==> config.mk <==
export PLATFORM = sky130hd
export DESIGN_NAME = bhr_regs
export DESIGN_NICKNAME = d
export VERILOG_FILES = /design/src/bhr_pkg.sv /design/src/bhr_tenure.sv /design/src/bhr_regs.sv
export SDC_FILE = /design/constraint.sdc
export NUM_CORES = 1
export LEC_CHECK = 0
export ABC_AREA = 1
export BUFFER_PORTS_ARGS = -buffer_cell sky130_fd_sc_hd__buf_2
export CAP_MARGIN = 20
export CORE_MARGIN = 5
export CORE_UTILIZATION = 48
export CTS_CLUSTER_DIAMETER = 200
export DETAILED_ROUTE_END_ITERATION = 8
export PLACE_DENSITY_LB_ADDON = 0.15
export SLEW_MARGIN = 20
export SYNTH_ARGS = -nofsm -noshare
export SYNTH_HDL_FRONTEND = slang
export SYNTH_SLANG_ARGS = --single-unit
export TNS_END_PERCENT = 20
==> constraint.sdc <==
create_clock -name sys_clk_i -period 2.2 [get_ports sys_clk_i]
set_input_delay 0.44 -clock sys_clk_i [delete_from_list [all_inputs] [get_ports sys_clk_i]]
set_output_delay 0.44 -clock sys_clk_i [all_outputs]
set_load 0.02 [all_outputs]
==> src/bhr_pkg.sv <==
package bhr_pkg;
  // ==================================================
  // register map (dword address, byte lane)
  localparam logic [5:0] BHR_DW_CACHE = 6'h03; // dword 0ch
  localparam logic [5:0] BHR_DW_BUS = 6'h06;   // dword 18h
  localparam logic [7:0] BHR_OFF_CACHE_LINE = 8'h0c;
  localparam logic [7:0] BHR_OFF_TENURE = 8'h0d;
  localparam logic [7:0] BHR_OFF_HEADER = 8'h0e;
  localparam logic [7:0] BHR_OFF_UP_BUS = 8'h18;
  localparam logic [7:0] BHR_OFF_DN_BUS = 8'h19;
  localparam logic [7:0] BHR_OFF_HI_BUS = 8'h1a;
  localparam int BHR_LANE_CACHE_LINE = 0;
  localparam int BHR_LANE_TENURE = 1;
  localparam int BHR_LANE_HEADER = 2;
  localparam int BHR_LANE_UP_BUS = 0;
  localparam int BHR_LANE_DN_BUS = 1;
  localparam int BHR_LANE_HI_BUS = 2;
  // ==================================================
  // reset and fixed values
  localparam logic [7:0] BHR_RST_CACHE_LINE = 8'h00;
  localparam logic [7:0] BHR_RST_TENURE = 8'h00;
  localparam logic [7:0] BHR_HEADER_KIND = 8'h01;
  localparam logic [7:0] BHR_RST_BUS = 8'h00;
  localparam logic [7:0] BHR_CACHE_MAX = 8'h10;
  localparam logic [5:0] BHR_HDR_LO = 6'h04; // dword 10h
  localparam logic [5:0] BHR_HDR_HI = 6'h0f; // dword 3ch
  // ==================================================
  // type 1 routing verdicts
  typedef enum logic [3:0] {
    BHR_RT_IGNORE  = 4'h1,
    BHR_RT_CONVERT = 4'h2,
    BHR_RT_FORWARD = 4'h4,
    BHR_RT_SPECIAL = 4'h8
  } bhr_route_e;
endpackage : bhr_pkg

==> src/bhr_tenure.sv <==
`timescale 1ns/1ps
// ==================================================
// primary master tenure counter
module bhr_tenure
  import bhr_pkg::*;
(
  input wire logic sys_clk_i,            // pci clock
  input wire logic rstn_i,               // async reset, active low
  input wire logic [7:0] limit_i,        // programmed timer value
  input wire logic frame_start_i,        // frame asserted this cycle as master
  input wire logic mastering_i,          // device owns the primary bus
  input wire logic gnt_i,                // primary grant
  input wire logic data_done_i,          // a data phase completed
  input wire logic mwi_i,                // current cycle is write-and-invalidate
  output logic expired_o,                // timer reached the programmed value
  output logic release_o                 // must give up bus now
);
  logic [7:0] cnt_q;
  logic expired_q;
  always_ff @(posedge sys_clk_i or negedge rstn_i) begin
    if (!rstn_i) begin
      cnt_q <= 8'h00;
      expired_q <= 1'b0;
    end else if (frame_start_i) begin
      cnt_q <= 8'h00;
      expired_q <= (limit_i == 8'h00);
    end else if (mastering_i && !expired_q) begin
      cnt_q <= cnt_q + 8'h01;
      expired_q <= (cnt_q + 8'h01 >= limit_i);
    end else if (!mastering_i) begin
      expired_q <= 1'b0;
    end
  end
  assign expired_o = expired_q;
  // zero setting: leave after first data once grant drops, mwi exempt
  assign release_o = mastering_i && expired_q && !gnt_i && data_done_i && !mwi_i;

  a_zero_release: assert property (@(posedge sys_clk_i) disable iff (!rstn_i)
    frame_start_i && limit_i == 8'h00 |=> expired_o)
    else $error("zero timer did not expire at once");
  a_mwi_holds: assert property (@(posedge sys_clk_i) disable iff (!rstn_i)
    mwi_i |-> !release_o)
    else $error("released during write-and-invalidate");
  a_count_limit: assert property (@(posedge sys_clk_i) disable iff (!rstn_i)
    frame_start_i && limit_i == 8'h03 ##1 mastering_i [*3] |=> expired_o)
    else $error("timer did not expire after programmed cycles");
  c_release: cover property (@(posedge sys_clk_i) disable iff (!rstn_i) release_o);
endmodule : bhr_tenure

==> src/bhr_regs.sv <==
`timescale 1ns/1ps
// ==================================================
// What this block does
// - an 8-bit read/write cache line size in dwords sits at 0ch and resets to zero.
// - the cache line size sets prefetch length and write-and-invalidate stop points.
// - a size that is not a power of two or above sixteen acts as zero.
// - as primary master, clocks are counted from frame up to the 8-bit timer value.
// - all eight timer bits are writable, giving single clock resolution.
// - with timer zero the bus is released after first data once grant drops, except mwi.
// - the header type byte is read-only and returns 01h.
// - the header type governs the meaning of config offsets 10h to 3fh.
// - an 8-bit read/write primary bus number resets to zero.
// - secondary type 1 cycles with special cycle encoding to the primary bus number become special cycles.
// - an 8-bit read/write secondary bus number, reset zero, drives primary type 1 claim.
// - a primary type 1 cycle to the secondary number becomes type 0 or special.
// - an 8-bit read/write subordinate bus number resets to zero.
// - secondary and subordinate numbers decide when type 1 passes down as type 1.
module bhr_regs
  import bhr_pkg::*;
(
  input wire logic sys_clk_i,            // primary pci clock
  input wire logic rstn_i,               // pci reset, active low
  input wire logic cfg_sel_i,            // type 0 config access to this device
  input wire logic cfg_wr_i,             // 1 write, 0 read
  input wire logic [5:0] cfg_dw_i,       // dword address
  input wire logic [3:0] cfg_be_n_i,     // byte enables, active low
  input wire logic [31:0] cfg_wdata_i,   // write data
  output logic [31:0] cfg_rdata_o,       // read data, registered
  output logic cfg_hdr_space_o,          // access falls in header-governed range
  input wire logic [7:0] p_t1_bus_i,     // bus of a primary type 1 cycle
  input wire logic p_t1_special_i,       // primary type 1 is special cycle encoding
  output bhr_route_e p_t1_route_o,       // verdict for primary type 1 cycle
  input wire logic [7:0] s_t1_bus_i,     // bus of a secondary type 1 cycle
  input wire logic s_t1_special_i,       // secondary type 1 is special cycle encoding
  output bhr_route_e s_t1_route_o,       // verdict for secondary type 1 cycle
  output logic [7:0] cache_line_o,       // effective cache line size
  output logic [4:0] mwi_mask_o,         // low address bits marking line end
  input wire logic [4:0] mwi_dw_i,       // dword index within line of mwi data
  output logic mwi_line_end_o,           // mwi must stop at this dword
  output logic [7:0] prefetch_len_o,     // dwords to prefetch for memory read
  input wire logic frame_start_i,        // frame asserted as primary master
  input wire logic mastering_i,          // device owns primary bus
  input wire logic gnt_i,                // primary grant
  input wire logic data_done_i,          // data phase completed
  input wire logic mwi_i,                // current command is mwi
  output logic tenure_expired_o,         // latency timer expired
  output logic tenure_release_o          // must release primary bus
);
  logic [7:0] cache_line_length_q;
  logic [7:0] primary_master_tenure_timer_q;
  logic [7:0] upstream_bus_id_q;
  logic [7:0] downstream_bus_id_q;
  logic [7:0] highest_downstream_bus_id_q;
  logic [31:0] rdata_q;
  logic [31:0] rdata_d;
  logic [7:0] cl_eff;
  logic cl_pow2;
  logic wr_cache;
  logic wr_bus;

  assign wr_cache = cfg_sel_i && cfg_wr_i && (cfg_dw_i == BHR_DW_CACHE);
  assign wr_bus = cfg_sel_i && cfg_wr_i && (cfg_dw_i == BHR_DW_BUS);
  assign cfg_hdr_space_o = cfg_sel_i && (cfg_dw_i >= BHR_HDR_LO)
    && (cfg_dw_i <= BHR_HDR_HI);

  // ==================================================
  // writable bytes, each on its own lane
  always_ff @(posedge sys_clk_i or negedge rstn_i) begin
    if (!rstn_i) begin
      cache_line_length_q <= BHR_RST_CACHE_LINE;
      primary_master_tenure_timer_q <= BHR_RST_TENURE;
    end else if (wr_cache) begin
      // any value is stored; illegal values are only neutralised on use
      if (!cfg_be_n_i[BHR_LANE_CACHE_LINE])
        cache_line_length_q <= cfg_wdata_i[8*BHR_LANE_CACHE_LINE +: 8];
      if (!cfg_be_n_i[BHR_LANE_TENURE])
        primary_master_tenure_timer_q <= cfg_wdata_i[8*BHR_LANE_TENURE +: 8];
    end
  end

  always_ff @(posedge sys_clk_i or negedge rstn_i) begin
    if (!rstn_i) begin
      upstream_bus_id_q <= BHR_RST_BUS;
      downstream_bus_id_q <= BHR_RST_BUS;
      highest_downstream_bus_id_q <= BHR_RST_BUS;
    end else if (wr_bus) begin
      if (!cfg_be_n_i[BHR_LANE_UP_BUS])
        upstream_bus_id_q <= cfg_wdata_i[8*BHR_LANE_UP_BUS +: 8];
      if (!cfg_be_n_i[BHR_LANE_DN_BUS])
        downstream_bus_id_q <= cfg_wdata_i[8*BHR_LANE_DN_BUS +: 8];
      if (!cfg_be_n_i[BHR_LANE_HI_BUS])
        highest_downstream_bus_id_q <= cfg_wdata_i[8*BHR_LANE_HI_BUS +: 8];
    end
  end

  // ==================================================
  // read path; other dwords read zero, header byte is fixed
  always_comb begin
    rdata_d = 32'h0000_0000;
    if (cfg_dw_i == BHR_DW_CACHE) begin
      rdata_d[8*BHR_LANE_CACHE_LINE +: 8] = cache_line_length_q;
      rdata_d[8*BHR_LANE_TENURE +: 8] = primary_master_tenure_timer_q;
      rdata_d[8*BHR_LANE_HEADER +: 8] = BHR_HEADER_KIND;
    end else if (cfg_dw_i == BHR_DW_BUS) begin
      rdata_d[8*BHR_LANE_UP_BUS +: 8] = upstream_bus_id_q;
      rdata_d[8*BHR_LANE_DN_BUS +: 8] = downstream_bus_id_q;
      rdata_d[8*BHR_LANE_HI_BUS +: 8] = highest_downstream_bus_id_q;
    end
  end

  always_ff @(posedge sys_clk_i or negedge rstn_i) begin
    if (!rstn_i) begin
      rdata_q <= 32'h0000_0000;
    end else if (cfg_sel_i && !cfg_wr_i) begin
      rdata_q <= rdata_d;
    end
  end
  assign cfg_rdata_o = rdata_q;

  // ==================================================
  // cache line qualification
  // software may write any size; values that are not powers of two or are above sixteen fall back to zero
  assign cl_pow2 = (cache_line_length_q != 8'h00)
    && ((cache_line_length_q & (cache_line_length_q - 8'h01)) == 8'h00);
  assign cl_eff = (cl_pow2 && cache_line_length_q <= BHR_CACHE_MAX)
    ? cache_line_length_q : 8'h00;
  assign cache_line_o = cl_eff;
  assign mwi_mask_o = (cl_eff == 8'h00) ? 5'h00 : 5'(cl_eff - 8'h01);
  // with no valid line size an mwi ends at each dword boundary
  assign mwi_line_end_o = ((mwi_dw_i & mwi_mask_o) == mwi_mask_o);
  // no valid line: prefetch only a single dword
  assign prefetch_len_o = (cl_eff == 8'h00) ? 8'h01 : cl_eff;

  // ==================================================
  // type 1 routing; meaningful only after software sets bus numbers
  always_comb begin
    if (p_t1_bus_i == downstream_bus_id_q) begin
      p_t1_route_o = p_t1_special_i ? BHR_RT_SPECIAL : BHR_RT_CONVERT;
    end else if (p_t1_bus_i > downstream_bus_id_q
                 && p_t1_bus_i <= highest_downstream_bus_id_q) begin
      p_t1_route_o = BHR_RT_FORWARD;
    end else begin
      p_t1_route_o = BHR_RT_IGNORE;
    end
  end

  always_comb begin
    if (s_t1_special_i && s_t1_bus_i == upstream_bus_id_q) begin
      s_t1_route_o = BHR_RT_SPECIAL;
    end else if (s_t1_bus_i < downstream_bus_id_q
                 || s_t1_bus_i > highest_downstream_bus_id_q) begin
      s_t1_route_o = BHR_RT_FORWARD;
    end else begin
      s_t1_route_o = BHR_RT_IGNORE;
    end
  end

  // ==================================================
  // master tenure
  bhr_tenure u_tenure (
    .sys_clk_i(sys_clk_i),
    .rstn_i(rstn_i),
    .limit_i(primary_master_tenure_timer_q),
    .frame_start_i(frame_start_i),
    .mastering_i(mastering_i),
    .gnt_i(gnt_i),
    .data_done_i(data_done_i),
    .mwi_i(mwi_i),
    .expired_o(tenure_expired_o),
    .release_o(tenure_release_o)
  );

  // ==================================================
  // checks
  a_header_fixed: assert property (@(posedge sys_clk_i) disable iff (!rstn_i)
    cfg_sel_i && !cfg_wr_i && cfg_dw_i == BHR_DW_CACHE
    |=> cfg_rdata_o[23:16] == 8'h01)
    else $error("header type not 01h");
  a_cache_illegal: assert property (@(posedge sys_clk_i) disable iff (!rstn_i)
    cache_line_length_q > 8'h10 |-> cache_line_o == 8'h00)
    else $error("oversize cache line not zeroed");
  a_cache_write: assert property (@(posedge sys_clk_i) disable iff (!rstn_i)
    wr_cache && !cfg_be_n_i[0] |=> cache_line_length_q == $past(cfg_wdata_i[7:0]))
    else $error("cache line write lost");
  a_bus_write: assert property (@(posedge sys_clk_i) disable iff (!rstn_i)
    wr_bus && !cfg_be_n_i[1] |=> downstream_bus_id_q == $past(cfg_wdata_i[15:8]))
    else $error("secondary bus write lost");
  a_sub_write: assert property (@(posedge sys_clk_i) disable iff (!rstn_i)
    wr_bus && !cfg_be_n_i[2] |=> highest_downstream_bus_id_q == $past(cfg_wdata_i[23:16]))
    else $error("subordinate bus write lost");
  a_up_write: assert property (@(posedge sys_clk_i) disable iff (!rstn_i)
    wr_bus && !cfg_be_n_i[0] |=> upstream_bus_id_q == $past(cfg_wdata_i[7:0]))
    else $error("primary bus write lost");
  a_fwd_range: assert property (@(posedge sys_clk_i) disable iff (!rstn_i)
    p_t1_route_o == BHR_RT_FORWARD |-> p_t1_bus_i > downstream_bus_id_q
    && p_t1_bus_i <= highest_downstream_bus_id_q)
    else $error("forward outside bus range");
  a_convert_eq: assert property (@(posedge sys_clk_i) disable iff (!rstn_i)
    p_t1_bus_i == downstream_bus_id_q && !p_t1_special_i |-> p_t1_route_o == BHR_RT_CONVERT)
    else $error("secondary bus target not converted");
  a_up_special: assert property (@(posedge sys_clk_i) disable iff (!rstn_i)
    s_t1_special_i && s_t1_bus_i == upstream_bus_id_q |-> s_t1_route_o == BHR_RT_SPECIAL)
    else $error("upstream special not converted");
  a_pow2_mask: assert property (@(posedge sys_clk_i) disable iff (!rstn_i)
    cache_line_length_q == 8'h08 |-> mwi_mask_o == 5'h07 && prefetch_len_o == 8'h08)
    else $error("line size use wrong");
  c_forward: cover property (@(posedge sys_clk_i) disable iff (!rstn_i)
    p_t1_route_o == BHR_RT_FORWARD);
  c_convert: cover property (@(posedge sys_clk_i) disable iff (!rstn_i)
    p_t1_route_o == BHR_RT_CONVERT);
  c_line_valid: cover property (@(posedge sys_clk_i) disable iff (!rstn_i)
    cache_line_o == 8'h10);
  c_special: cover property (@(posedge sys_clk_i) disable iff (!rstn_i)
    p_t1_route_o == BHR_RT_SPECIAL);

  // ==================================================
  // register storage and read path
  a_timer_write: assert property (@(posedge sys_clk_i) disable iff (!rstn_i)
    wr_cache && !cfg_be_n_i[1] |=> primary_master_tenure_timer_q == $past(cfg_wdata_i[15:8]))
    else $error("timer write lost");
  a_cache_hold: assert property (@(posedge sys_clk_i) disable iff (!rstn_i)
    !wr_cache |=> cache_line_length_q == $past(cache_line_length_q))
    else $error("cache line changed without write");
  a_bus_hold: assert property (@(posedge sys_clk_i) disable iff (!rstn_i)
    !wr_bus |=> upstream_bus_id_q == $past(upstream_bus_id_q)
    && downstream_bus_id_q == $past(downstream_bus_id_q)
    && highest_downstream_bus_id_q == $past(highest_downstream_bus_id_q))
    else $error("bus number changed without write");
  a_rd_hold: assert property (@(posedge sys_clk_i) disable iff (!rstn_i)
    !(cfg_sel_i && !cfg_wr_i) |=> cfg_rdata_o == $past(cfg_rdata_o))
    else $error("read data moved without read");
  a_rd_unmapped: assert property (@(posedge sys_clk_i) disable iff (!rstn_i)
    cfg_sel_i && !cfg_wr_i && cfg_dw_i != 6'h03 && cfg_dw_i != 6'h06
    |=> cfg_rdata_o == 32'h0000_0000)
    else $error("unmapped read not zero");
  a_rd_dw3: assert property (@(posedge sys_clk_i) disable iff (!rstn_i)
    cfg_sel_i && !cfg_wr_i && cfg_dw_i == 6'h03 |=> cfg_rdata_o[31:24] == 8'h00
    && cfg_rdata_o[15:0] == {$past(primary_master_tenure_timer_q), $past(cache_line_length_q)})
    else $error("cache dword read wrong");
  a_rd_bus: assert property (@(posedge sys_clk_i) disable iff (!rstn_i)
    cfg_sel_i && !cfg_wr_i && cfg_dw_i == 6'h06 |=> cfg_rdata_o == {8'h00,
    $past(highest_downstream_bus_id_q), $past(downstream_bus_id_q), $past(upstream_bus_id_q)})
    else $error("bus dword read wrong");
  a_hdr_range: assert property (@(posedge sys_clk_i) disable iff (!rstn_i)
    cfg_hdr_space_o |-> cfg_sel_i && cfg_dw_i >= 6'h04 && cfg_dw_i <= 6'h0f)
    else $error("header range flag outside 10h to 3fh");
  a_hdr_below: assert property (@(posedge sys_clk_i) disable iff (!rstn_i)
    cfg_sel_i && cfg_dw_i == 6'h03 |-> !cfg_hdr_space_o)
    else $error("header range flag on dword 0ch");

  // ==================================================
  // cache line use
  a_cache_npow2: assert property (@(posedge sys_clk_i) disable iff (!rstn_i)
    (cache_line_length_q & (cache_line_length_q - 8'h01)) != 8'h00 |-> cache_line_o == 8'h00)
    else $error("non power of two size used");
  a_cache_pass: assert property (@(posedge sys_clk_i) disable iff (!rstn_i)
    cache_line_o != 8'h00 |-> cache_line_o == cache_line_length_q)
    else $error("valid size altered");
  a_cache_zero_use: assert property (@(posedge sys_clk_i) disable iff (!rstn_i)
    cache_line_o == 8'h00 |-> prefetch_len_o == 8'h01 && mwi_mask_o == 5'h00 && mwi_line_end_o)
    else $error("zero size use wrong");
  a_mask_size: assert property (@(posedge sys_clk_i) disable iff (!rstn_i)
    cache_line_o != 8'h00 |-> {3'b000, mwi_mask_o} == cache_line_o - 8'h01)
    else $error("mwi mask does not match size");
  a_prefetch_len: assert property (@(posedge sys_clk_i) disable iff (!rstn_i)
    cache_line_o != 8'h00 |-> prefetch_len_o == cache_line_o)
    else $error("prefetch length does not match size");
  a_line_end: assert property (@(posedge sys_clk_i) disable iff (!rstn_i)
    mwi_line_end_o |-> (mwi_dw_i & mwi_mask_o) == mwi_mask_o)
    else $error("mwi stopped inside a line");

  // ==================================================
  // routing and tenure
  a_special_dn: assert property (@(posedge sys_clk_i) disable iff (!rstn_i)
    p_t1_bus_i == downstream_bus_id_q && p_t1_special_i |-> p_t1_route_o == BHR_RT_SPECIAL)
    else $error("secondary bus special not converted");
  a_ignore_out: assert property (@(posedge sys_clk_i) disable iff (!rstn_i)
    p_t1_bus_i != downstream_bus_id_q && (p_t1_bus_i < downstream_bus_id_q
    || p_t1_bus_i > highest_downstream_bus_id_q) |-> p_t1_route_o == BHR_RT_IGNORE)
    else $error("claimed type 1 outside range");
  a_s_forward: assert property (@(posedge sys_clk_i) disable iff (!rstn_i)
    !(s_t1_special_i && s_t1_bus_i == upstream_bus_id_q) && (s_t1_bus_i < downstream_bus_id_q
    || s_t1_bus_i > highest_downstream_bus_id_q) |-> s_t1_route_o == BHR_RT_FORWARD)
    else $error("upstream type 1 not forwarded");
  a_s_inside: assert property (@(posedge sys_clk_i) disable iff (!rstn_i)
    !(s_t1_special_i && s_t1_bus_i == upstream_bus_id_q) && s_t1_bus_i >= downstream_bus_id_q
    && s_t1_bus_i <= highest_downstream_bus_id_q |-> s_t1_route_o == BHR_RT_IGNORE)
    else $error("downstream type 1 sent upstream");
  a_release_cond: assert property (@(posedge sys_clk_i) disable iff (!rstn_i)
    tenure_release_o |-> mastering_i && !gnt_i && data_done_i && !mwi_i)
    else $error("release without its conditions");
  a_expire_idle: assert property (@(posedge sys_clk_i) disable iff (!rstn_i)
    !mastering_i && !frame_start_i |=> !tenure_expired_o)
    else $error("timer expired while not mastering");
endmodule : bhr_regs

# After elaboration in Yosys (flattened, before gate mapping)
# Index checks and enable logic that the tools add are counted.
# word_totals
inputBits,74
word_cells,75
out_inout_bits,65
regBits,73
# classes
order_cmp,8
n_reduce_logical,30
bitwise_logic,5
add_sub_neg,3
eq_ne,6
mux,15
# ops
op,count
24-bit two-way mux,2
8-bit two-way mux,4
8-bit zero test,3
8-bit == test,2
8-bit > comparator,2
1-bit logical AND,15
4-bit two-way mux,3
2-bit AND reduction,5
"8-bit by 1-bit adder with 8-bit output, second input constant",1
8-bit AND,1
8-bit >= comparator,1
"8-bit by 5-bit <= comparator with 1-bit output, second input constant",1
8-bit <= comparator,1
8-bit < comparator,1
8-bit nonzero test,1
"8-bit by 1-bit subtractor with 8-bit output, second input constant",1
"6-bit by 2-bit == test with 1-bit output, second input constant",1
"6-bit by 3-bit == test with 1-bit output, second input constant",1
"6-bit by 3-bit >= comparator with 1-bit output, second input constant",1
"6-bit by 4-bit <= comparator with 1-bit output, second input constant",1
3-bit two-way mux,2
5-bit AND,1
5-bit == test,1
5-bit two-way mux,1
7 further kinds,14

# Logic depth before layout (Yosys ltp)
# Gate-level depths: netlist (run 1).
# depth
depth_word,10
depth_mapped,17
mapped_depth_nobuf,17

# By module
# Synthesis (run 1) repeated with hierarchy kept, for this count alone.
# hier_totals
cells_unflattened,607
hier_area_um2,4717.0
# by_module_without_submodules
module,cells_per_inst,seq_area_each_um2,area_each_um2,n_inst
bhr_regs,501,1601.5,3972.6,1
bhr_tenure,106,225.2,744.5,1

# Least setup slack after synthesis (run 1)
# Ideal clock, no wire load.
# synth_timing
path_kind,register to output
start,register cache_line_length_q[2]
end,output prefetch_len_o[0]
t_arrival_ps,2421
path_stages_with_launch,14
n_path_buf,0
slack_ps,-661
t_required_ps,1760
cell_sequence,dfrtp_1 > o21ai_0 > nand3_1 > nor2_1 > nand2_1 > nor2_1 > inv_1 > ha_1 > inv_1 > nor2_1 > nand2_1 > inv_1 > nor2_1 > inv_1
# synth_between
elab_chain_cells,8
elab_cells_between_ends,10
classes_between,1 x add/sub; 1 x order compare; 2 x mux; 1 x bitwise; 5 x reduce/logical
# synth_rtl
element,line_no,rtl
from (decl),bhr_regs.sv:49,logic [7:0] cache_line_length_q;
from (signal assigned),bhr_regs.sv:75,cache_line_length_q <= cfg_wdata_i[8*BHR_LANE_CACHE_LINE +: 8];
8-bit by 1-bit subtractor with 8-bit output,bhr_regs.sv:124,&& ((cache_line_length_q & (cache_line_length_q - 8'h01)) == 8'h00);
8-bit AND,bhr_regs.sv:124,
8-bit zero test,bhr_regs.sv:124,
1-bit logical AND,bhr_regs.sv:124,
1-bit logical AND (*),bhr_regs.sv:125,assign cl_eff = (cl_pow2 && cache_line_length_q <= BHR_CACHE_MAX)
8-bit two-way mux (*),bhr_regs.sv:126,? cache_line_length_q : 8'h00;
net cache_line_o[1],bhr_regs.sv:36,"output logic [7:0] cache_line_o,"
8-bit zero test (*),bhr_regs.sv:132,assign prefetch_len_o = (cl_eff == 8'h00) ? 8'h01 : cl_eff;
8-bit two-way mux (*),bhr_regs.sv:132,
to (decl),bhr_regs.sv:40,"output logic [7:0] prefetch_len_o,"
# Mark *: on every way through the listed nets, which the timed path passes. The rest lies on a longest branch.

# Worst setup path in the final report (run 1)
# layout_timing
start,register cache_line_length_q[2]
end,output mwi_line_end_o
# layout_between
elab_chain_cells,10
elab_cells_between_ends,13
classes_between,2 x add/sub; 1 x order compare; 1 x eq/ne; 2 x mux; 2 x bitwise; 5 x reduce/logical
# layout_rtl
element,line_no,rtl
8-bit by 1-bit subtractor with 8-bit output,bhr_regs.sv:124,
8-bit AND,bhr_regs.sv:124,
8-bit zero test,bhr_regs.sv:124,
1-bit logical AND,bhr_regs.sv:124,
1-bit logical AND,bhr_regs.sv:125,
8-bit two-way mux (*),bhr_regs.sv:126,
5-bit by 1-bit subtractor with 5-bit output / 8-bit zero test (equally long branches),bhr_regs.sv:128,assign mwi_mask_o = (cl_eff == 8'h00) ? 5'h00 : 5'(cl_eff - 8'h01);
5-bit two-way mux (*),bhr_regs.sv:128,
5-bit AND,bhr_regs.sv:130,assign mwi_line_end_o = ((mwi_dw_i & mwi_mask_o) == mwi_mask_o);
5-bit == test (*),bhr_regs.sv:130,
to (decl),bhr_regs.sv:39,"output logic mwi_line_end_o,"
# Mark *: on every way between the ends. The rest lies on a longest branch, timed or not.

==> out/results.ini, run 1 <==
[status]
status=complete, but fails checks
violations=negative setup slack

[drt]
drc=0
routed_wirelength_um=13000
post_drt_wl_per_cell_um=15.1
vias=4394
dr.first_iter.drc_count=185
antenna_left=0
drtPass1Iterations=4
via_per_inst=5.09

[yosys]
synth_enable_flop_cells=0
yosysWarnings=0
synth_area_leaders=dfrtp_1, ha_1, inv_1
seq_area_frac_synth_pct=38.7
synth_cell_types=38
async_flop_share_pct=100
yosys.area.top_type=dfrtp_1
ys.flop_type=dfrtp_1
synth_top_cell_area_share_pct=38.7
syn-mean-instance-area_sq_um=8.13
synth_most_common_cell=inv_1
synthTopCellsByCount=inv_1, nand2_1, dfrtp_1
netlist_area_sq_um=4720
syn_inst=580
synth_seq_cells=73

[setup_path]
crit_fanout=6
rr_endpoint=u_tenure.expired_o$_DFFE_PN0P_
cp.arrival_ns=2.29
r2r_slack_ns=0.13
reg2reg_depth=12
cp-end-kind=output port
path_class=reg2out
cp-start-kind=flop
cp.required_ns=1.76
r2r-start=u_tenure.cnt_q[2]$_DFFE_PN0P_

[floorplan]
start_util_pct=48.7
die_height_um=109
ios=139
num_rows=36
core_area_sq_um=9680
dieArea_sq_um=11900
die_w_um=109

[timing]
rsz0062_at_grt=yes
maxSlewHeadroom_pct=55.7
min_period_ns=2.73
worst_slew_pin_slew_ns=0.664
period_share_pct=124
finClkSkew_ns=0.0136
max_freq_mhz=367
hold_violations=0
finalSetupViolations=18
setup_tns_ns=-4.07
setup_slack_ns=-0.526
drv_slew=0

[cells_and_area]
nets=842
syn_to_final_growth_pct=28.4
finish.utilization_pct=62.5
layout-drive-gt1-share_pct=33.8
finalInstanceArea_sq_um=6060
diodes=0

[clock_network]
root_buffer=clkbuf_8
cts_tree=yes
path_clk_slew_ns=0.09
ctsHoldBuffers=0
clkLatencyLatePin_ns=0.35
clk_path_buf_depth=2
cts.sinks=73
htree_levels=3
cts_made_buffers=9

[global_route]
grt-ovfl-total=0
grt_max_degree=74
antenna_found_initial=0
grt_pass1_wl_um=20800
first_global_vias=4365
grt.total_usage_pct=22.6

[power]
power_density_nw_per_um2=600
peakVddDrop_v=0.000334
power.leakage_nw=3.25

[placement]
post-dp-hpwl_um=9900
post_dp_cell_area_sq_um=5590
gp_congestion=0.903
pre_cts_slack_ns=-0.381
io_buffers=114

[job]
maxCapViolations=0

[worst_hold_path]
hold_path_class=in2async

==> state kept, by name, summed over array words and instances, names as in the netlist <==
| name | cells |
|---|---|
| downstream_bus_id_q | 8 |
| primary_master_tenure_timer_q | 8 |
| cfg_rdata_o | 24 |
| cache_line_length_q | 8 |
| u_tenure.expired_o | 1 |
| u_tenure.cnt_q | 8 |
| upstream_bus_id_q | 8 |
| highest_downstream_bus_id_q | 8 |
==> layout make-up <==
cell class / instances / area [sq um]
flip-flops and latches: 73 / 1830
fillers: 853 / 3630
repair buffers: 148 / 890
clock inverters: 5 / 129
inverters: 108 / 408
clock buffers: 10 / 128
multi-input cells: 386 / 2510
well taps: 133 / 166
==> what timing repair did <==
| item | in CTS | in global routing |
|---|---|---|
| buffers inserted | 4 | 0 |
| gates resized for setup | 31 | 37 |
| pin swaps | 9 | 7 |
| endpoints found under the setup margin | 21 | 24 |
==> power by group <==
| group | switching (mW) | internal [mW] |
|---|---|---|
| Clock | 0.524 | 0.865 |
| Combinational | 0.477 | 0.309 |
| Sequential | 0.0527 | 1.41 |
| Total | 1.05 | 2.58 |
==> per-layer routing <==
layer,share of wire (%),GRT usage (%),vias up
li1,-,-,2165
met1,42,27.8,2072
met2,50,40.2,138
met3,5.9,3.97,19
met4,2.0,7.21,0
met5,0,0,-
==> worst max-delay path by stage <==
stage	slack (ns)	cells after the start	from	endpoint
4_1_cts	-0.52	17	cache_line_length_q[2]$_DFFE_PN0P_	mwi_line_end_o
3_5_place_dp	-0.38	15	cache_line_length_q[6]$_DFFE_PN0P_	mwi_line_end_o
2_1_floorplan	-0.16	15	cache_line_length_q[7]$_DFFE_PN0P_	prefetch_len_o[0]
6_report	-0.53	13	cache_line_length_q[2]$_DFFE_PN0P_	mwi_line_end_o
3_3_place_gp	-0.20	15	cache_line_length_q[6]$_DFFE_PN0P_	mwi_line_end_o
5_1_grt	-0.65	15	cache_line_length_q[6]$_DFFE_PN0P_	mwi_line_end_o
==> critical path, stage by stage (launching register included) <==
cell and delay, ns:
dfrtp_2 0.47, o21ai_2 0.16, nand3_2 0.13, nor2_4 0.15
nand2_2 0.08, nor2_4 0.10, inv_2 0.04, ha_2 0.18
nand4_1 0.10, a21boi_2 0.18, nand3_1 0.08, nand2_1 0.09
nor2_2 0.04, buf_6 0.12
==> stage by stage <==
stage / hold WS [ns] / instances / power, mW
after floorplan: 0.144 / 594 / 1.92
after global placement: 0.462 / 844 / 2.18
after detailed placement: 0.469 / 844 / 2.21
after CTS: 0.120 / 863 / 3.63
after global routing: 0.136 / 863 / 3.82
final: 0.104 / 863 / 3.64
==> cell families (layout without fill, tap and decap cells) <==
logic type	count (synthesis)	after routing	share of synthesized area [%]
AO/OA/AOI/OAI	129	129	17.8
XOR/XNOR	8	8	1.49
adder cells (fa/ha/maj)	42	42	11.1
buffers and inverters	135	271	12.6
flip-flops	73	73	38.7
other	1	15	0.0795
AND/OR/NAND/NOR	192	192	18.2
==> layout by cell type, fill, tap and decap left out, types with 16 or more instances in the layout <==
cell type and instances:
o21ai_2 18, nand3_1 18, buf_2 98, inv_1 91, ha_1 40, o21ai_0 37
nor2_1 25, inv_2 16, dfrtp_1 71, buf_4 46, nand2_1 99, a21oi_1 26
Power figures use the tool's default switching activity.
==> run 2: changes to the inputs <==
CORE_ASPECT_RATIO = 1.1   (was not set)
SKIP_CTS_REPAIR_TIMING = 1   (was not set)
==> out/results.ini, run 2 (synthesis gave the netlist of run 1 again) <==
[timing]
rsz0062_at_grt=yes
worst_slew_pin_slew_ns=0.700  ; +0.0359 ns
period_share_pct=125  ; +0.98 points
finClkSkew_ns=0.00698  ; -0.00666 ns
maxSlewHeadroom_pct=53.3  ; -2.4 points
drv_slew=0  ; unchanged
finalSetupViolations=18  ; unchanged
max_freq_mhz=364  ; -0.78%
setup_slack_ns=-0.547  ; -0.0215 ns
hold_violations=0  ; unchanged
min_period_ns=2.75  ; +0.0215 ns

[global_route]
grt-ovfl-total=0  ; unchanged
grt_pass1_wl_um=20300  ; -2.6%
grt.total_usage_pct=21.2  ; -1.5 points
grt_max_degree=74  ; unchanged
first_global_vias=4230  ; -3.1%
antenna_found_initial=0  ; unchanged

[cells_and_area]
layout-drive-gt1-share_pct=34.5  ; +0.63 points
largest_register_ffs=24  ; unchanged
diodes=0  ; unchanged
final_common_cell=buf_2
final_cell_mix=buf_2, nand2_1, inv_1
nets=848  ; +0.71%
syn_to_final_growth_pct=28.1
finish.utilization_pct=62.0  ; -0.57 points

[status]
violations=negative setup slack
status=complete, but fails checks

[setup_path]
crit_chain=o21ai_1 -> nand3_2 -> nor2_4 -> nand2_2 -> nor2_4 -> inv_4 -> ha_4 -> nand4_1 -> a21boi_2 -> nand3_1 -> nand2_1 -> nor2_2 -> buf_6
r2r-start=u_tenure.cnt_q[0]$_DFFE_PN0P_
cp_slowest_cell=dfrtp_2
cp-end-kind=output port
path_delay_family=simple AND/OR/NAND/NOR gates
path_class=reg2out
cp_slowest_stage_delay_ns=0.46  ; about the same
cp.arrival_ns=2.31  ; +0.02 ns
crit_buf_inv=2  ; unchanged
cp_common_cell=nor2_4
crit_fanout=6  ; unchanged
cp-start-kind=flop
r2r_slack_ns=0.21  ; +0.08 ns
reg2reg_depth=13  ; +1
cp.required_ns=1.76  ; about the same
rr_endpoint=u_tenure.expired_o$_DFFE_PN0P_

[drt]
post_drt_wl_per_cell_um=14.7  ; -2.1%
drc=0  ; unchanged
dr.first_iter.drc_count=176  ; -4.9%
antenna_left=0  ; unchanged
vias=4370  ; -0.55%
routed_wirelength_um=12600  ; -2.8%
drtPass1Iterations=5  ; +1
via_per_inst=5.10  ; +0.15%

[placement]
post-dp-hpwl_um=9720  ; -1.8%
io_buffers=114  ; unchanged
gp_congestion=0.865  ; -4.3%
pre_cts_slack_ns=-0.268  ; +0.113 ns

[power]
pwr-share-clk_pct=32.6  ; -5.6 points
power.leakage_nw=3.28  ; +0.76%
power_density_nw_per_um2=553  ; -7.8%
seqPwrFrac_pct=43.7  ; +3.5 points
p_switching_mw=1.03  ; -2.1%
pwr-share-comb_pct=23.7  ; +2.1 points
peakVddDrop_v=0.000325  ; -2.7%
sw_frac_of_total_pct=30.9  ; +1.9 points
intPower_mw=2.31  ; -11%
finalPower_mw=3.34  ; -8.1%

[floorplan]
die_w_um=105  ; -4.2%
num_rows=38  ; +5.6%
core_area_sq_um=9750  ; +0.65%
die_height_um=114  ; +4.4%
dieArea_sq_um=11900  ; about the same
ios=139  ; unchanged
start_util_pct=48.4  ; -0.31 points

[clock_network]
clk_path_buf_depth=2  ; unchanged
root_buffer=clkbuf_8
cts_tree=yes
clkLatencyLatePin_ns=0.36  ; about the same
htree_levels=3  ; unchanged
cts.sinks=73  ; unchanged
path_clk_slew_ns=0.08  ; about the same
cts_made_buffers=9  ; unchanged

[worst_hold_path]
hold_path_class=in2async

[job]
maxCapViolations=0  ; unchanged

run 2: cell count changes in the layout (fill, tap and decap cells not counted), moves of 3 or more:
cell / before / now
buf_2: 98 / 103
inv_2: 16 / 11
inv_1: 91 / 95
nand3_2: 2 / 6
buf_4: 46 / 49
bufinv_16: 4 / 1
clkinv_2: 0 / 3
nand3_1: 18 / 15
nor2_2: 15 / 12
run 2: metrics by stage:
step	hold slack (ns)	TNS, ns	cells	instance area [sq um]
6_report	0.0877	-4.52	857	6040
5_1_grt	0.112	-6.82	857	6040
4_1_cts	0.107	-5.51	852	5820
3_5_place_dp	0.463	-1.27	836	5610
3_3_place_gp	0.462	-0.942	836	5610
2_1_floorplan	0.144	-0.734	594	4800
run 2: worst reg2reg max path: stages, from the launching register on:
cell,delay (ns)
dfrtp_1,0.41
ha_1,0.22
nand2_1,0.08
inv_1,0.08
nand3_2,0.09
xor2_2,0.18
inv_1,0.06
ha_1,0.27
nand2_1,0.10
nor2_2,0.05
nand4_1,0.07
o2111ai_1,0.11
a21oi_1,0.13
nor2_1,0.05
run 2: power by group through the flow:
stage	registers [mW]	logic (mW)	clock network [mW]
global placement	1.48	0.707	0
floorplan	1.51	0.409	0
CTS	1.46	0.730	1.11
global route	1.47	0.881	1.17
detailed placement	1.48	0.727	0
finish	1.46	0.792	1.09
run 2: cell type report:
| class | count | area [sq um] |
|---|---|---|
| Timing Repair Buffer | 154 | 915 |
| Sequential cell | 73 | 1830 |
| Multi-Input combinational cell | 386 | 2530 |
| Clock buffer | 11 | 151 |
| Inverter | 108 | 410 |
| Fill cell | 863 | 3710 |
| Tap cell | 120 | 150 |
| Clock inverter | 5 | 53.8 |
run 2: metal layers:
metal	up-vias	global-route usage [%]	wire length (um)
li1	2178	-	-
met1	2028	26.2	5330
met2	137	35.5	6160
met3	27	4.53	812
met4	0	9.59	329
met5	-	0	0
run 2: how the worst max path moves through the flow:
| stage | start | endpoint | slack (ns) | cells after the start |
|---|---|---|---|---|
| after floorplan | cache_line_length_q[7]$_DFFE_PN0P_ | prefetch_len_o[0] | -0.16 | 15 |
| after global placement | cache_line_length_q[6]$_DFFE_PN0P_ | mwi_line_end_o | -0.21 | 15 |
| after detailed placement | cache_line_length_q[6]$_DFFE_PN0P_ | mwi_line_end_o | -0.27 | 15 |
| after CTS | cache_line_length_q[6]$_DFFE_PN0P_ | mwi_line_end_o | -0.67 | 15 |
| after global routing | cache_line_length_q[2]$_DFFE_PN0P_ | mwi_line_end_o | -0.68 | 13 |
| final | cache_line_length_q[2]$_DFFE_PN0P_ | mwi_line_end_o | -0.55 | 13 |
==> run 3: changes to the inputs <==
CORE_UTILIZATION = 57   (was 48)
clock period = 3.4 ns   (was 2.2 ns; I/O delays follow)
==> out/results.ini, run 3 (synthesis gave the netlist of run 1 again) <==
[status]
status=completed

[placement]
post-dp-hpwl_um=9250  ; -4.8%
pre_cts_slack_ns=0.420  ; +0.688 ns
io_buffers=114  ; unchanged
gp_congestion=0.925  ; +7.0%
placed_cells=792  ; -5.3%

[clock_network]
cts_made_buffers=9  ; unchanged
htree_levels=3  ; unchanged
clkLatencyLatePin_ns=0.35  ; about the same
root_buffer=clkbuf_8
clk_path_buf_depth=2  ; unchanged
path_clk_slew_ns=0.08  ; about the same
cts.sinks=73  ; unchanged
cts_tree=yes

[drt]
antenna_left=0  ; unchanged
dr.first_iter.drc_count=221  ; +26%
via_per_inst=5.20  ; +2.0%
post_drt_wl_per_cell_um=14.6  ; -0.65%
routed_wirelength_um=11800  ; -6.4%
met2_length_um=5710  ; -7.3%
wl_met3_um=685  ; -16%
drc=0  ; unchanged
top_layer=met4
drtPass1Iterations=5  ; unchanged
met1_length_um=5160  ; -3.3%
vias=4198  ; -3.9%

[global_route]
grt.total_usage_pct=23.4  ; +2.2 points
grt-ovfl-total=0  ; unchanged
antenna_found_initial=0  ; unchanged
grt_max_degree=39  ; -47%
first_global_vias=4159  ; -1.7%
grt_pass1_wl_um=19500  ; -3.5%

[cells_and_area]
final_cells=807  ; -5.8%
diodes=0  ; unchanged
largest_register_ffs=24  ; unchanged
final_cell_mix=buf_2, inv_1, nand2_1
final_common_cell=buf_2
layout-drive-gt1-share_pct=24.3  ; -10 points
syn_to_final_growth_pct=18.3
nFillCells=669  ; -22%
nets=811  ; -4.4%

[timing]
period_share_pct=94.4
whs_ns=0.434  ; +0.346 ns
hold_violations=0  ; unchanged
max_freq_mhz=311
worst_slew_pin_slew_ns=0.883  ; +0.183 ns
finalSetupViolations=0  ; -18
min_period_ns=3.21
setup_slack_ns=0.189  ; +0.737 ns
rsz0062_at_grt=yes
finClkSkew_ns=0.00609  ; -0.000890 ns
maxSlewHeadroom_pct=41.2  ; -12 points
drv_slew=0  ; unchanged

[floorplan]
ios=139  ; unchanged
dieArea_sq_um=10200  ; -14%
start_util_pct=59.0  ; +11 points
num_rows=34  ; -11%
die_height_um=105  ; -7.5%
core_area_sq_um=8000  ; -18%
die_w_um=96.7  ; -7.4%

[setup_path]
cp.arrival_ns=2.53  ; +0.22 ns
cp-end-kind=output port
cp_slowest_cell=dfrtp_1
cp_slowest_stage_delay_ns=0.41  ; -0.05 ns
cp-start-kind=flop
path_class=reg2out
crit_chain=inv_1 -> nand3_1 -> nand2_1 -> nand2_1 -> inv_1 -> nand2_2 -> nor2_4 -> inv_1 -> ha_1 -> nand4_1 -> a21boi_0 -> nand3_1 -> nand2_1 -> nor2_1 -> buf_2
cp.required_ns=2.72  ; +0.96 ns
crit_fanout=4  ; -2

[power]
power_density_nw_per_um2=396  ; -28%
peakVddDrop_v=0.000279  ; -14%
power.leakage_nw=3.09  ; -5.7%

[job]
maxCapViolations=0  ; unchanged

[worst_hold_path]
hold_path_class=in2async

==> run 3: where the power goes <==
part	internal [mW]	leakage, nW	switching, mW
clock	0.504	0.122	0.335
sequential	0.911	0.952	0.0306
combinational	0.151	2.01	0.276
==> run 3: final cells by class <==
cell class                      instances  area (sq um)  area share [%]
Timing Repair Buffer                  117           606            10.9
Sequential cell                        73          1830            32.7
Clock inverter                          5           104            1.86
Tap cell                              108           135            2.42
Inverter                              108           408            7.31
Clock buffer                           10           138            2.47
Multi-Input combinational cell        386          2360            42.4
==> run 3: final timing paths <==
check | startpoint | slack, ns | to | cells after the start
worst max register to register | u_tenure.cnt_q[0]$_DFFE_PN0P_ | 1.12 | u_tenure.expired_o$_DFFE_PN0P_ | 12
worst max-delay path | cache_line_length_q[1]$_DFFE_PN0P_ | 0.19 | mwi_line_end_o | 15
max in group asynchronous | rstn_i | 2.26 | cfg_rdata_o[3]$_DFFE_PN0P_ | 2
min in group sys_clk_i | cfg_rdata_o[1]$_DFFE_PN0P_ | 0.48 | cfg_rdata_o[1]$_DFFE_PN0P_ | 1
worst min-delay path | rstn_i | 0.43 | highest_downstream_bus_id_q[6]$_DFFE_PN0P_ | 1
worst min register to register | cfg_rdata_o[1]$_DFFE_PN0P_ | 0.48 | cfg_rdata_o[1]$_DFFE_PN0P_ | 1
==> run 3: routing by layer <==
| metal | vias to the layer above | global-route usage, % |
|---|---|---|
| met1 | 1927 | 29.4 |
| met3 | 23 | 4.89 |
| met4 | 0 | 8.83 |
| li1 | 2111 | - |
| met2 | 137 | 39.7 |
| met5 | - | 0 |
==> run 3: metrics by stage <==
stage	util, %	power [mW]	setup TNS, ns	instance area, sq um
finish	69.8	2.21	0	5580
global route	69.8	2.31	-0.0922	5580
CTS	69.6	2.21	0	5570
detailed placement	66.6	1.38	0	5320
global placement	66.6	1.37	0	5320
floorplan	-	1.23	0	4770
==> run 3: critical path, delay by kind of cell, from the launching register on <==
| kind | cells | cell delay, ns |
|---|---|---|
| compound gates | 1 | 0.20 |
| buf+inv | 4 | 0.51 |
| simple gates | 9 | 0.82 |
| flops | 1 | 0.41 |
| fa+ha+maj | 1 | 0.23 |
